===== src/verilog/ddcp_consts.svh =====
// register indices, field positions and reset values of the path config
`ifndef DDCP_CONSTS_SVH
`define DDCP_CONSTS_SVH

// register indices; byte address is four times the index
`define DDCP_IDX_PATTERN   6'h20
`define DDCP_IDX_PATH      6'h24
`define DDCP_IDX_DECIM     6'h25
`define DDCP_IDX_MIXER     6'h26

// reset values
`define DDCP_RST_PATTERN   20'hFFC00
`define DDCP_RST_BYTE      8'h00

// automatic frame clock patterns per output resolution
`define DDCP_PAT_14B       20'hFE000
`define DDCP_PAT_16B       20'hFF000
`define DDCP_PAT_18B       20'hFF800
`define DDCP_PAT_20B       20'hFFC00

// digital_path_control fields
`define DDCP_SEL_HI        4
`define DDCP_SEL_LO        3
`define DDCP_PATH_EN_BIT   2
`define DDCP_DEC_EN_BIT    1

// decimation_config fields
`define DDCP_SEL_EN_BIT    7
`define DDCP_RATIO_HI      6
`define DDCP_RATIO_LO      4
`define DDCP_REAL_BIT      3
`define DDCP_PHASE_BIT     0

// mixer_control fields
`define DDCP_GAIN_A_HI     7
`define DDCP_GAIN_A_LO     6
`define DDCP_RELOAD_A_BIT  5
`define DDCP_QMIX_A_BIT    4
`define DDCP_GAIN_B_HI     3
`define DDCP_GAIN_B_LO     2
`define DDCP_RELOAD_B_BIT  1
`define DDCP_QMIX_B_BIT    0

`endif


===== src/verilog/ddcp_pkg.sv =====
// types of the digital path configuration block
package ddcp_pkg;

  typedef enum logic [1:0] {
    DDCP_RES_18 = 2'h0,
    DDCP_RES_16 = 2'h1,
    DDCP_RES_14 = 2'h2,
    DDCP_RES_20 = 2'h3
  } ddcp_res_type;

  typedef enum logic [1:0] {
    DDCP_SEL_A_ONLY = 2'h0,
    DDCP_SEL_A_BOTH = 2'h1
  } ddcp_sel_type;

  typedef struct packed {
    logic [19:0] pattern;
    logic [1:0]  input_sel;
    logic        path_en;
    logic        dec_en;
    logic        sel_en;
    logic [2:0]  ratio;
    logic        real_out;
    logic        phase_inv;
    logic [1:0]  gain_a;
    logic        reload_a;
    logic        qmix_a;
    logic [1:0]  gain_b;
    logic        reload_b;
    logic        qmix_b;
  } ddcp_cfg_type;

endpackage : ddcp_pkg


===== src/verilog/ddcp_top.sv =====
// digital path configuration registers with an APB slave port
//
// Function
// - 20-bit frame clock pattern, resets to FFC00
// - bypass picks pattern from output resolution
// - select 00 routes A only, 01 both
// - path enable clear bypasses feature block
// - one bit enables both decimators
// - select codes act only with select enable
// - ratio 000 none, 001-101 by 2..32
// - real bit skips mixing, lowpass only
// - phase bit inverts oscillator phase
// - reload bit toggle resets phase, loads
// - gain codes give 0, 3, 6 dB
`timescale 1ns/1ps
`default_nettype none
`include "ddcp_consts.svh"

module ddcp_top
  import ddcp_pkg::*;
#(
  parameter int ADDR_W = 8
)(
  input  wire logic              CORE_CLK,
  input  wire logic              RST_B,
  input  wire logic              PSEL,
  input  wire logic              PENABLE,
  input  wire logic              PWRITE,
  input  wire logic [ADDR_W-1:0] PADDR,
  input  wire logic [31:0]       PWDATA,
  input  wire logic [3:0]        PSTRB,
  output logic      [31:0]       PRDATA,
  output logic                   PREADY,
  output logic                   PSLVERR,
  input  wire logic [1:0]        OUTPUT_RESOLUTION,
  output logic      [19:0]       FRAME_CLOCK_PATTERN,
  output logic                   DIGITAL_PATH_ON,
  output logic                   DECIMATION_ACTIVE,
  output logic      [2:0]        DECIMATION_LOG2,
  output logic                   ROUTE_A_TO_B,
  output logic                   MIX_ENABLE,
  output logic                   PHASE_INVERT,
  output logic                   RELOAD_A,
  output logic                   RELOAD_B,
  output logic      [1:0]        GAIN_A,
  output logic      [1:0]        GAIN_B,
  output logic                   QUARTER_RATE_MIX_A,
  output logic                   QUARTER_RATE_MIX_B
);

  // ****************************************************************
  // apb decode
  // ****************************************************************
  ddcp_cfg_type cfg_q;
  ddcp_cfg_type cfg_d;
  logic         pready_q;
  logic         pslverr_q;
  logic [31:0]  prdata_q;

  wire logic hit_pattern = PADDR == {`DDCP_IDX_PATTERN, 2'b00};
  wire logic hit_path    = PADDR == {`DDCP_IDX_PATH, 2'b00};
  wire logic hit_decim   = PADDR == {`DDCP_IDX_DECIM, 2'b00};
  wire logic hit_mixer   = PADDR == {`DDCP_IDX_MIXER, 2'b00};
  wire logic hit_any     = hit_pattern | hit_path | hit_decim | hit_mixer;

  // access phase waits one cycle, then pready is high for one cycle
  wire logic acc_wait = PSEL & PENABLE & ~pready_q;
  wire logic acc_done = PSEL & PENABLE & pready_q;
  wire logic wr_ok    = acc_done & PWRITE & hit_any;

  wire logic [7:0] path_byte = {3'h0, cfg_q.input_sel, cfg_q.path_en,
                                cfg_q.dec_en, 1'b0};
  wire logic [7:0] decim_byte = {cfg_q.sel_en, cfg_q.ratio,
                                 cfg_q.real_out, 2'h0, cfg_q.phase_inv};
  wire logic [7:0] mixer_byte = {cfg_q.gain_a, cfg_q.reload_a,
                                 cfg_q.qmix_a, cfg_q.gain_b,
                                 cfg_q.reload_b, cfg_q.qmix_b};

  wire logic [31:0] rd_mux =
    hit_pattern ? {12'h000, cfg_q.pattern} :
    hit_path    ? {24'h000000, path_byte} :
    hit_decim   ? {24'h000000, decim_byte} :
    hit_mixer   ? {24'h000000, mixer_byte} : 32'h00000000;

  // ****************************************************************
  // register write
  // ****************************************************************
  wire logic [19:0] pat_mask = {{4{PSTRB[2]}}, {8{PSTRB[1]}},
                                {8{PSTRB[0]}}};
  wire logic        wr_lane0 = wr_ok & PSTRB[0];
  wire logic [19:0] pat_new  = (cfg_q.pattern & ~pat_mask) |
                               (PWDATA[19:0] & pat_mask);

  always_comb
  begin
    cfg_d = cfg_q;
    if (wr_ok && hit_pattern)
    begin
      cfg_d.pattern = pat_new;
    end
    else if (wr_lane0 && hit_path)
    begin
      cfg_d.input_sel = PWDATA[`DDCP_SEL_HI:`DDCP_SEL_LO];
      cfg_d.path_en   = PWDATA[`DDCP_PATH_EN_BIT];
      cfg_d.dec_en    = PWDATA[`DDCP_DEC_EN_BIT];
    end
    else if (wr_lane0 && hit_decim)
    begin
      cfg_d.sel_en    = PWDATA[`DDCP_SEL_EN_BIT];
      cfg_d.ratio     = PWDATA[`DDCP_RATIO_HI:`DDCP_RATIO_LO];
      cfg_d.real_out  = PWDATA[`DDCP_REAL_BIT];
      cfg_d.phase_inv = PWDATA[`DDCP_PHASE_BIT];
    end
    else if (wr_lane0 && hit_mixer)
    begin
      cfg_d.gain_a    = PWDATA[`DDCP_GAIN_A_HI:`DDCP_GAIN_A_LO];
      cfg_d.reload_a  = PWDATA[`DDCP_RELOAD_A_BIT];
      cfg_d.qmix_a    = PWDATA[`DDCP_QMIX_A_BIT];
      cfg_d.gain_b    = PWDATA[`DDCP_GAIN_B_HI:`DDCP_GAIN_B_LO];
      cfg_d.reload_b  = PWDATA[`DDCP_RELOAD_B_BIT];
      cfg_d.qmix_b    = PWDATA[`DDCP_QMIX_B_BIT];
    end
  end

  always_ff @(posedge CORE_CLK or negedge RST_B)
  begin
    if (!RST_B)
    begin
      cfg_q         <= '0;
      cfg_q.pattern <= `DDCP_RST_PATTERN;
    end
    else
    begin
      cfg_q <= cfg_d;
    end
  end

  always_ff @(posedge CORE_CLK or negedge RST_B)
  begin
    if (!RST_B)
    begin
      pready_q  <= 1'b0;
      pslverr_q <= 1'b0;
      prdata_q  <= 32'h00000000;
    end
    else
    begin
      pready_q  <= acc_wait;
      pslverr_q <= acc_wait & ~hit_any;
      prdata_q  <= (acc_wait & ~PWRITE) ? rd_mux : 32'h00000000;
    end
  end

  // ****************************************************************
  // derived controls
  // ****************************************************************
  wire logic ratio_ok   = cfg_q.ratio <= 3'h5;
  wire logic dec_active = cfg_q.path_en & cfg_q.dec_en &
                          (cfg_q.ratio != 3'h0) & ratio_ok;

  // automatic pattern when decimation is bypassed
  ddcp_res_type res;
  assign res = ddcp_res_type'(OUTPUT_RESOLUTION);
  wire logic [19:0] auto_pat =
    (res == DDCP_RES_14) ? `DDCP_PAT_14B :
    (res == DDCP_RES_16) ? `DDCP_PAT_16B :
    (res == DDCP_RES_18) ? `DDCP_PAT_18B : `DDCP_PAT_20B;
  wire logic [19:0] pat_d = dec_active ? cfg_q.pattern : auto_pat;

  // code 01 feeds channel A to both decimators
  // codes ignored while select enable is clear
  wire logic route_d = cfg_q.sel_en &
                       (cfg_q.input_sel == DDCP_SEL_A_BOTH);
  // real mode runs lowpass only, no mixing
  wire logic mix_d   = dec_active & ~cfg_q.real_out;
  // unused gain code adds no gain
  wire logic [1:0] gain_a_d = (cfg_q.gain_a == 2'h3) ? 2'h0 : cfg_q.gain_a;
  wire logic [1:0] gain_b_d = (cfg_q.gain_b == 2'h3) ? 2'h0 : cfg_q.gain_b;

  logic [19:0] pat_q;
  logic        dec_active_q;
  logic [2:0]  log2_q;
  logic        route_q;
  logic        mix_q;
  logic        reload_a_q;
  logic        reload_b_q;
  logic [1:0]  gain_a_q;
  logic [1:0]  gain_b_q;
  logic        prev_a_q;
  logic        prev_b_q;

  always_ff @(posedge CORE_CLK or negedge RST_B)
  begin
    if (!RST_B)
    begin
      pat_q        <= `DDCP_RST_PATTERN;
      dec_active_q <= 1'b0;
      log2_q       <= 3'h0;
      route_q      <= 1'b0;
      mix_q        <= 1'b0;
      gain_a_q     <= 2'h0;
      gain_b_q     <= 2'h0;
    end
    else
    begin
      pat_q        <= pat_d;
      // decimation gated by path, decimator enable and ratio
      dec_active_q <= dec_active;
      log2_q       <= dec_active ? cfg_q.ratio : 3'h0;
      route_q      <= route_d;
      mix_q        <= mix_d;
      gain_a_q     <= gain_a_d;
      gain_b_q     <= gain_b_d;
    end
  end

  // a toggle of a reload bit gives a one-cycle pulse
  always_ff @(posedge CORE_CLK or negedge RST_B)
  begin
    if (!RST_B)
    begin
      prev_a_q   <= 1'b0;
      prev_b_q   <= 1'b0;
      reload_a_q <= 1'b0;
      reload_b_q <= 1'b0;
    end
    else
    begin
      prev_a_q   <= cfg_q.reload_a;
      prev_b_q   <= cfg_q.reload_b;
      reload_a_q <= cfg_q.reload_a ^ prev_a_q;
      reload_b_q <= cfg_q.reload_b ^ prev_b_q;
    end
  end

  // ****************************************************************
  // outputs
  // ****************************************************************
  assign PRDATA              = prdata_q;
  assign PREADY              = pready_q;
  assign PSLVERR             = pslverr_q;
  assign FRAME_CLOCK_PATTERN = pat_q;
  // feature block in the path only when enabled
  assign DIGITAL_PATH_ON     = cfg_q.path_en;
  assign DECIMATION_ACTIVE   = dec_active_q;
  assign DECIMATION_LOG2     = log2_q;
  assign ROUTE_A_TO_B        = route_q;
  assign MIX_ENABLE          = mix_q;
  assign PHASE_INVERT        = cfg_q.phase_inv;
  assign RELOAD_A            = reload_a_q;
  assign RELOAD_B            = reload_b_q;
  assign GAIN_A              = gain_a_q;
  assign GAIN_B              = gain_b_q;
  assign QUARTER_RATE_MIX_A  = cfg_q.qmix_a;
  assign QUARTER_RATE_MIX_B  = cfg_q.qmix_b;
endmodule : ddcp_top

`default_nettype wire


===== config.mk =====
export PLATFORM = sky130hd
export DESIGN_NAME = ddcp_top
export DESIGN_NICKNAME = d
export VERILOG_FILES = /design/src/verilog/ddcp_pkg.sv /design/src/verilog/ddcp_top.sv
export VERILOG_INCLUDE_DIRS = /design/src /design/src/verilog
export SDC_FILE = /design/constraint.sdc
export NUM_CORES = 1
export LEC_CHECK = 0
export BUFFER_PORTS_ARGS = -buffer_cell sky130_fd_sc_hd__clkbuf_2
export CAP_MARGIN = 10
export CORE_MARGIN = 2
export CORE_UTILIZATION = 45
export CTS_BUF_LIST = sky130_fd_sc_hd__clkbuf_16
export DETAILED_ROUTE_END_ITERATION = 12
export PLACE_DENSITY = 0.69
export SYNTH_ARGS = -nofsm -noshare
export SYNTH_HDL_FRONTEND = slang
export SYNTH_SLANG_ARGS = --single-unit

===== constraint.sdc =====
create_clock -name CORE_CLK -period 5.2 [get_ports CORE_CLK]
set_clock_uncertainty 0.2 [all_clocks]
set_input_delay 0.26 -clock CORE_CLK [delete_from_list [all_inputs] [get_ports CORE_CLK]]
set_output_delay 0.26 -clock CORE_CLK [all_outputs]
set_load 0.02 [all_outputs]

Word-level counts from Yosys, hierarchy flattened:

Cells that the tools add are included.

* register bits: 94
* latch bits: 0
* memory bits (writable): 0
* ROM bits: 0
* input port bits: 51
* logic and storage cells: 88
* memories: 0

* add/sub/neg operators: 0
* $mul: 0
* div/mod/pow operators: 0
* $lt $le $gt $ge: 1
* equal/unequal tests: 9
* shifts and indexed selects: 0
* muxes and demuxes: 12
* bitwise logic cells: 29
* reductions and logical operators: 9

Operators with widths (number)
* 20-bit 2-to-1 mux: 3
* 20-bit AND: 2
* 8-bit equality test, second input constant: 4
* 8-bit 2-to-1 mux: 3
* 20-bit NOT: 1
* 20-bit OR: 1
* 1-bit AND: 13
* 13-bit 2-to-1 mux: 1
* 12-bit 2-to-1 mux: 1
* 11-bit 2-to-1 mux: 1
* 1-bit NOT: 7
* 2-bit equality test, second input constant: 3
* 2-bit by 1-bit equality test with 1-bit output, second input constant: 2
* 1-bit logical AND: 4
* 2-bit 2-to-1 mux: 2
* 4-bit AND reduction: 1
* 3-bit <= comparator, second input constant: 1
* 3-bit 2-to-1 mux: 1
* 1-bit OR: 3
* 3-bit AND reduction: 1
* 3-bit nonzero test: 1
* 2-bit zero test: 1
* 2-bit AND reduction: 1
* 1-bit bitwise XOR: 2

Longest topological paths before layout:

Gate-level depths: netlist of run 1.

* depth in word-level cells: 9
* mapped depth: 6

Worst setup path before layout of run 1:

Ideal clock, no wire load.

* kind: input to register
* start point: input port PADDR[3]
* end point: register with a tool-made name
* setup time: 0.125 ns
* arrival time: 1.884 ns
* path slack: 2.991 ns
* stages on the path: 5
* path through: buf_2 or4_1 buf_2 nor4_4 mux2_2

RTL lines
* start, declared: line ddcp_top.sv:29 `input wire logic [ADDR_W-1:0] PADDR,`

Worst setup path in the final report of run 1:

* start point: input port PENABLE
* end point: register cfg_q[1] (netlist bit)

* cells in the longest elaborated chain, start to end: 8
* elaborated cells between the ends (all ways): 13
* those cells by class: 8 x bitwise; 5 x reduce/logical

RTL lines
* start, declared: line ddcp_top.sv:27 `input wire logic PENABLE,`
* 1-bit AND * (2 in series): line ddcp_top.sv:68 `wire logic acc_done = PSEL & PENABLE & pready_q;`
* 1-bit AND * (2 in series): line ddcp_top.sv:69 `wire logic wr_ok = acc_done & PWRITE & hit_any;`
* 1-bit AND: line ddcp_top.sv:90 `wire logic wr_lane0 = wr_ok & PSTRB[0];`
* 1-bit logical AND (on tied branches): line ddcp_top.sv:107, ddcp_top.sv:101
* 1-bit NOT (no source line)
* 4-bit AND reduction (no source line) *
* end signal, assigned: line ddcp_top.sv:134 `cfg_q <= cfg_d;`
* end, declared: line ddcp_top.sv:54 `ddcp_cfg_type cfg_q;`

Mark *: on every way between the ends. The rest lies on a longest branch, timed or not.
A chain may end at the register's enable or synchronous reset.

==> results.toml, run 1 <==
[worst_setup_path]
worstSetupEndpointType = "flop"
crit_arrival_ps = 2630
r2r-end = "cfg_q[1]"
timing.critical_path.cells = "dlygate4sd3_1 > clkbuf_2 > nand4_1 > nor4_4 > mux2_2"
setup.worst_path.start_class = "primary input"
crit_path_max_fanout = 8
crit_type = "primary input to flop"
reg2regPathDepth = 3
crit-reg2reg-launch = "PREADY"
worst-r2r-setup-slack_ps = 2750
slowest_delay_ps = 820
required_ps = 5220
worst_path_max_delay_cell = "nor4_4"

[final_layout]
antennaDiodeCount = 0
num-nets-final = 441
fillers = 681
layoutNonFillerInstCount = 498
drive_gt1_frac = 0.463
post-route-util = 0.597
syn_to_final_growth_pct = 28.9

[synth]
yosys.area.top_type_share = 0.487
total_standard_cell_area_after_synthesis_mm2 = 0.00380
synthFlopType = "dfrtp_1"
synth_cell_type_count = 37
synth_enable_flop_cells = 0
yosysWarningCount = 0
fraction_of_the_yosys_area_taken_by_sequential_cells = 0.625
synthesis.instances = 274
async_flop_share = 1.00
post_synth_main_area_contributors = "dfrtp_1, dfstp_2, mux2_2, and2_1, buf_4"
synth_area_per_cell_um2 = 13.9
synth_top_area_cell = "dfrtp_1"
postSynthRegisterBits = 94

[route]
drc = 0
routed_wire_length_per_instance_um = 15.9
drt_first_pass_iters = 4
detail_route.wirelength_um = 7900
first_iter_violations = 142
drtAntennaViolNets = 0
detail_route.vias_per_cell = 4.98
route.vias.total = 2481

[sta]
max_freq_mhz = 384
postLayoutSetupSlackWorst_ps = 2600
finalHoldViolCount = 0
worst_slew_pin_slew_ps = 989
finalSetupTns_ps = 0
period_share = 0.501
unrepaired_setup_endpoints_after_global_routing = "false"
finalCriticalPeriod_ps = 2600
final-max-slew-violation-count = 0
relSlewSlack = 0.336
report.final.setup_viol = 0

[global_routing]
initial_antenna_violation_count = 0
grt_overflow = 0
wire_length_of_the_first_global_routing_pass_um = 12500
first_global_vias = 2519
globalRouteTotalUtil = 0.184
grt_max_degree = 62

[cts]
cts.repair.resized = 0
cts_tree = "built"
postCtsSetupRepairBufs = 0
tritoncts.num_buffers = 9
cts.reportedPaths.clkPinSlew_ps = 70
cts_hold_buf = 20
clock_sinks = 94
clockBufferDepth = 2
htree_num_levels = 3
clk_latency_ps = 340
clock_tree.root_cell = "clkbuf_16"

[place]
place_worst_setup_slack_ps = 2390
gpl.final_weighted_congestion = 0.787
numPortBuffers = 95
dp_hpwl_um = 5210
dp_cells = 462

[power_and_ir_drop]
total_power_mw = 1.62
power_density_mw_per_mm2 = 330
leakage_nw = 2.50
vdd_drop_max_v = 0.000177

[floorplan]
coreArea_mm2 = 0.00822
y_dimension_of_the_die_um = 95.9
floorplan.rows = 33
floorplan.die_area_mm2 = 0.00920
io_pins = 121
start_util = 0.463
die_width_um = 95.9

[run]
cap_violations = 0

[min_path]
hold-path-cell-count = 2
worstHoldStart = "PWDATA[6]"
type_of_the_worst_min_delay_path = "primary input to flop"

[run_status]
run_status = "complete, no violations"
==> metrics by stage <==
step	area, um^2	hold slack, ps
finish	4900	13.5
global route	4900	9.31
CTS	4900	4.97
detailed placement	4330	28.6
global placement	4330	21.7
floorplan	3840	-236
==> cells in the mapped netlist (all sizes together), types with 4 or more instances <==
master / instances
a21oi: 4
and2: 22
and3: 6
buf: 15
clkbuf: 10
dfrtp: 74
dfstp: 20
inv: 7
mux2: 40
mux2i: 5
nand2b: 7
nand3: 8
nor2b: 6
nor3: 5
nor4: 7
o21a: 4
or3b: 4
==> how the worst max path moves through the flow <==
stage	slack, ps	from	cells past startpoint	endpoint
after floorplan	2990	PADDR[3]	5	flop
after global placement	2400	PADDR[4]	4	flop
after detailed placement	2390	PADDR[4]	4	flop
after CTS	2580	PENABLE	5	cfg_q[6]
after global routing	2510	PENABLE	5	cfg_q[2]
final	2600	PENABLE	5	cfg_q[1]
==> cell families after synthesis <==
group,synth area share
DFF,0.625
and+or+nand+nor,0.158
muxes,0.132
buffers and inverters,0.0444
AOI/OAI and AO/OA,0.0266
adders and majority gates,0.00921
xor gates and xnor gates,0.00461
other,0.000986
==> area by class of cell <==
| cell class | count | area, um^2 | share of cell area |
|---|---|---|---|
| Sequential cell | 94 | 2380 | 0.485 |
| Multi-Input combinational cell | 159 | 1300 | 0.266 |
| Timing Repair Buffer | 117 | 693 | 0.141 |
| Clock buffer | 9 | 225 | 0.0459 |
| Clock inverter | 7 | 145 | 0.0296 |
| Tap cell | 105 | 131 | 0.0268 |
| Inverter | 7 | 26.3 | 0.00536 |
==> power breakdown <==
group,internal (mW),switching [mW]
registers,0.736,0.00164
clock network,0.521,0.281
logic,0.0281,0.0502
total,1.29,0.333
==> cell usage in the layout, fill, tap and decap left out, types with 6 or more instances in the layout <==
cell / instances
clkbuf_2: 94
dlygate4sd3_1: 20
and2_1: 22
mux2_2: 38
nand3_1: 8
inv_1: 7
dfstp_2: 20
nand2b_1: 7
dfrtp_1: 74
conb_1: 12
and3_1: 6
clkbuf_16: 9
nor2b_1: 6
==> per-layer routing <==
| metal | wire length [um] | part of all wire | vias up | GRT usage |
|---|---|---|---|---|
| met3 | 451 | 0.057 | 8 | 0.0478 |
| li1 | - | - | 1155 | - |
| met5 | 0 | 0 | - | 0 |
| met1 | 3610 | 0.46 | 1240 | 0.244 |
| met4 | 91 | 0.012 | 0 | 0.0643 |
| met2 | 3750 | 0.47 | 78 | 0.293 |
==> worst max-delay path, delay by kind of cell <==
kind                   cells  cell delay (ps)
buffers and inverters      2              640
muxes                      1              410
and+or+nand+nor            2             1310
No activity file was read; power rests on OpenSTA's default activity.
==> inputs of run 2 (changes only) <==
Clock period 5.2 ns to 2.6 ns, I/O delays scaled along.
==> run 2 against run 1 <==
Worst setup slack got worse by 2000 ps. Global-route usage down 0.49 points. Final cell count is 3.4% higher. Via count is 1.4% lower. Combinational power up 120%. Utilization up 1.0 points. Largest power group is now registers. Highest routed layer unchanged.
==> results.toml, run 2 (same netlist as run 1, synthesis figures left out) <==
[place]
place_worst_setup_slack_ps = 296
numPortBuffers = 95
dp_cells = 473
gpl.final_weighted_congestion = 0.815
dp_hpwl_um = 5520

[power_and_ir_drop]
power_density_mw_per_mm2 = 588
vdd_drop_max_v = 0.000304
leakage_nw = 2.55

[floorplan]
die_width_um = 95.9
floorplan.rows = 33
start_util = 0.463
io_pins = 121
coreArea_mm2 = 0.00822
y_dimension_of_the_die_um = 95.9
floorplan.die_area_mm2 = 0.00920

[route]
first_iter_violations = 91
drtAntennaViolNets = 0
route.vias.total = 2447
detail_route.wirelength_um = 7910
drt_first_pass_iters = 4
drc = 0
routed_wire_length_per_instance_um = 15.3
detail_route.vias_per_cell = 4.75

[cts]
cts.reportedPaths.clkPinSlew_ps = 60
clock_tree.root_cell = "clkbuf_16"
clockBufferDepth = 2
htree_num_levels = 3
clock_sinks = 94
cts_tree = "built"
clk_latency_ps = 330
tritoncts.num_buffers = 9
cts.repair.resized = 0
postCtsSetupRepairBufs = 0

[final_layout]
layoutNonFillerInstCount = 515
syn_to_final_growth_pct = 31.1
mostFrequentLayoutCells = "clkbuf_2, dfrtp_1, mux2_2"
layout_commonest_cell = "clkbuf_2"
antennaDiodeCount = 0
num-nets-final = 458
drive_gt1_frac = 0.468

[global_routing]
grt_overflow = 0
wire_length_of_the_first_global_routing_pass_um = 12100
first_global_vias = 2348
globalRouteTotalUtil = 0.179
initial_antenna_violation_count = 0
grt_max_degree = 52

[worst_setup_path]
timing.critical_path.cells = "dlygate4sd3_1 > clkbuf_2 > or4bb_1 > nor3_1 > buf_4 > and2_1"
path_depth = 6
critical_path.n_buffers_inverters = 3
crit_type = "primary input to flop"
crit_path_max_fanout = 9
worstSetupEndpointType = "flop"
critPathTopFamily = "simple AND/OR/NAND/NOR gates"
reg2regPathDepth = 4
slowest_delay_ps = 570
setup.worst_path.start_class = "primary input"
worst_path_max_delay_cell = "or4bb_1"
required_ps = 2670
crit_arrival_ps = 2050

[min_path]
hold-path-cell-count = 2
type_of_the_worst_min_delay_path = "primary input to flop"

[run_status]
run_status = "complete, no violations"

[sta]
max_freq_mhz = 505
postLayoutSetupSlackWorst_ps = 618
finalSetupTns_ps = 0
final-max-slew-violation-count = 0
report.final.setup_viol = 0
finalCriticalPeriod_ps = 1980
worst_slew_pin_slew_ps = 640
unrepaired_setup_endpoints_after_global_routing = "false"
relSlewSlack = 0.573
finalHoldViolCount = 0
final.hold.worst_slack_ps = 1.87
period_share = 0.762

[run]
cap_violations = 0
[run 2: cell types whose count changed in the layout (fill, tap and decap cells not counted), sizes merged]
| cell | change |
|---|---|
| bufinv | -3 |
| clkinv | +1 |
| clkinvlp | +2 |
| dlygate4sd3 | +6 |
| buf | +11 |
[run 2: per-stage QoR]
| step | instance area, um^2 | util | power [mW] |
|---|---|---|---|
| after floorplan | 3840 | - | 1.57 |
| after global placement | 4430 | 0.539 | 1.64 |
| after detailed placement | 4430 | 0.539 | 1.64 |
| after CTS | 4990 | 0.607 | 2.96 |
| after global routing | 4990 | 0.607 | 3.03 |
| final | 4990 | 0.607 | 2.93 |
[run 2: final timing paths]
| kind | start | endpoint | slack, ps |
|---|---|---|---|
| setup / recovery | PENABLE | PRDATA[17] | 620 |
| hold / removal | PADDR[1] | PSLVERR | 2 |
| setup reg to reg | PREADY | PRDATA[17] | 640 |
| min in group asynchronous | RST_B | PRDATA[13] | 180 |
| hold reg to reg | prev_a_q | RELOAD_A | 230 |
| max in group asynchronous | RST_B | FRAME_CLOCK_PATTERN[12] | 1290 |
[run 2: metal layers]
metal  up-vias  share of wire  global-route usage
met5         -              0                   0
met4         0          0.016              0.0750
met3        10          0.047              0.0352
met2        75           0.47               0.280
met1      1178           0.47               0.244
li1       1184              -                   -
[run 2: final cells by class]
class | instances | area (um^2)
clock inverters | 7 | 73.8
multi-input cells | 159 | 1300
well taps | 105 | 131
fillers | 674 | 3230
inverters | 7 | 26.3
clock buffers | 9 | 225
repair buffers | 134 | 848
flip-flops and latches | 94 | 2380
[run 2: power breakdown]
part / switching [mW] / total [mW] / internal, mW
clock network: 0.541 / 1.29 / 0.746
registers: 0.00337 / 1.48 / 1.47
logic: 0.102 / 0.170 / 0.0675
[run 2: repair_timing]
action,in CTS,in global routing
hold buffers,26,0
setup endpoints to repair,0,0
hold endpoints to repair,76,0
==> inputs of run 3 (changes only) <==
Settings changed: PLACE_DENSITY 0.69 to 0.72.
Clock period 2.6 ns to 1.75 ns, I/O delays scaled along.
==> run 3 against run 2 <==
The flow now finishes with violations (hold timing, setup timing). Register-to-register slack worse by 660 ps. Combinational power up 64%. Final cell count increased by 2.7%. Clock-buffer cell count is the same. Non-clock buffer count rose by 14. Utilization up 3.4 points. Die area stayed put. Sequential power rose by 48%. Power rose by 49%. Worst setup slack lost 640 ps. Routed wire length rose by 7.0%. Largest cell class unchanged.
==> results.toml, run 3 (same netlist as run 1, synthesis figures left out) <==
[floorplan]
coreArea_mm2 = 0.00822
floorplan.die_area_mm2 = 0.00920
die_width_um = 95.9
floorplan.rows = 33
start_util = 0.463
io_pins = 121
y_dimension_of_the_die_um = 95.9

[global_routing]
wire_length_of_the_first_global_routing_pass_um = 13500
grt_max_degree = 42
first_global_vias = 2628
initial_antenna_violation_count = 0
grt_overflow = 0
globalRouteTotalUtil = 0.198

[cts]
cts.reportedPaths.clkPinSlew_ps = 60
clockBufferDepth = 2
tritoncts.num_buffers = 9
clock_sinks = 94
clock_tree.root_cell = "clkbuf_16"
htree_num_levels = 3
cts_hold_buf = 27
cts_tree = "built"
clk_latency_ps = 330

[sta]
postLayoutSetupSlackWorst_ps = -25.0
period_share = 1.01
max_freq_mhz = 563
report.final.setup_viol = 6
final-max-slew-violation-count = 0
worst_slew_pin_slew_ps = 540
unrepaired_setup_endpoints_after_global_routing = "true"
relSlewSlack = 0.640
finalCriticalPeriod_ps = 1770
finalHoldViolCount = 1
final.hold.worst_slack_ps = -89.4
finalSetupTns_ps = -65.8

[final_layout]
num-nets-final = 472
syn_to_final_growth_pct = 38.5
antennaDiodeCount = 0
drive_gt1_frac = 0.495
post-route-util = 0.641
final_area_mm2 = 0.00527
layout_commonest_cell = "clkbuf_2"
mostFrequentLayoutCells = "clkbuf_2, dfrtp_1, dlygate4sd3_1"

[power_and_ir_drop]
power_density_mw_per_mm2 = 829
leakage_nw = 2.68
vdd_drop_max_v = 0.000426

[worst_setup_path]
crit_path_start = "PREADY"
crit_arrival_ps = 1840
r2r-end = "PRDATA[18]"
critical_path.endpoint = "PRDATA[18]"
setup.worst_path.start_class = "flop"
reg2regPathDepth = 4
crit_path_max_fanout = 6
worstSetupEndpointType = "flop"
required_ps = 1820
crit-reg2reg-launch = "PREADY"
worst-r2r-setup-slack_ps = -20
crit_type = "flop to flop"

[min_path]
type_of_the_worst_min_delay_path = "primary input to flop"
worstHoldStart = "PWRITE"

[route]
route.vias.total = 2584
detail_route.vias_per_cell = 4.88
drtAntennaViolNets = 0
detail_route.wirelength_um = 8460
drc = 0
drt_first_pass_iters = 4
routed_wire_length_per_instance_um = 16.0
first_iter_violations = 90

[run]
cap_violations = 0

[place]
place_worst_setup_slack_ps = -297
gpl.final_weighted_congestion = 0.803
numPortBuffers = 95
dp_hpwl_um = 5640
postPlaceCellArea_mm2 = 0.00465

[run_status]
run_status = "finished with violations"
failed_checks = "hold timing, setup timing"
[run 3: cell count changes in the layout (fill, tap and decap cells not counted), moves of 2 or more]
cell    previous run  this run
buf_12             1         6
mux2_2            38        22
nor3_4             0         2
mux2_1             2         0
nor3_1             5         3
mux2_4             0        18
buf_6              0         4
buf_4             13        17
[run 3: repair_timing]
action,4_1_cts,5_1_grt
setup endpoints to repair,26,30
buffers inserted,0,0
pin swaps,3,0
hold endpoints to repair,135,1
gates resized for setup,6,6
gates cloned,1,0
[run 3: critical path: stages, from the launching register on]
cell and delay (ps):
dfrtp_2 410, or4bb_4 590, nor3_4 180, buf_4 190, and2_1 140
[run 3: layout make-up]
cell class                      instances  area [um^2]
Fill cell                             604         2950
Sequential cell                        94         2380
Multi-Input combinational cell        159         1410
Timing Repair Buffer                  148         1030
Clock buffer                            9          225
Tap cell                              105          131
Clock inverter                          7         66.3
Inverter                                7         26.3
[run 3: how the worst min path moves through the flow]
stage	end	slack, ps	cells after the start
after floorplan	DECIMATION_ACTIVE	-410	0
after global placement	PRDATA[12]	-100	1
after detailed placement	PSLVERR	-90	1
after CTS	PRDATA[12]	-100	3
after global routing	PRDATA[12]	-80	3
final	PRDATA[12]	-90	3
[run 3: stage by stage]
step	total power [mW]	hold slack, ps	instances
3_5_place_dp	2.46	-93.6	485
2_1_floorplan	2.34	-408	285
4_1_cts	4.38	-100	529
6_report	4.37	-89.4	529
5_1_grt	4.52	-75.9	529
3_3_place_gp	2.45	-102	485
[run 3: report_power, final]
part / internal [mW] / switching (mW) / leakage (nW)
Sequential: 2.19 / 0.00482 / 1.24
Clock: 1.10 / 0.798 / 0.140
Combinational: 0.117 / 0.161 / 1.30
[run 3: routing by layer]
metal	part of all wire	track usage	up-vias
met5	0	0	-
met4	0.023	0.0940	0
met3	0.047	0.0337	15
met2	0.50	0.318	73
met1	0.43	0.261	1283
li1	-	-	1213
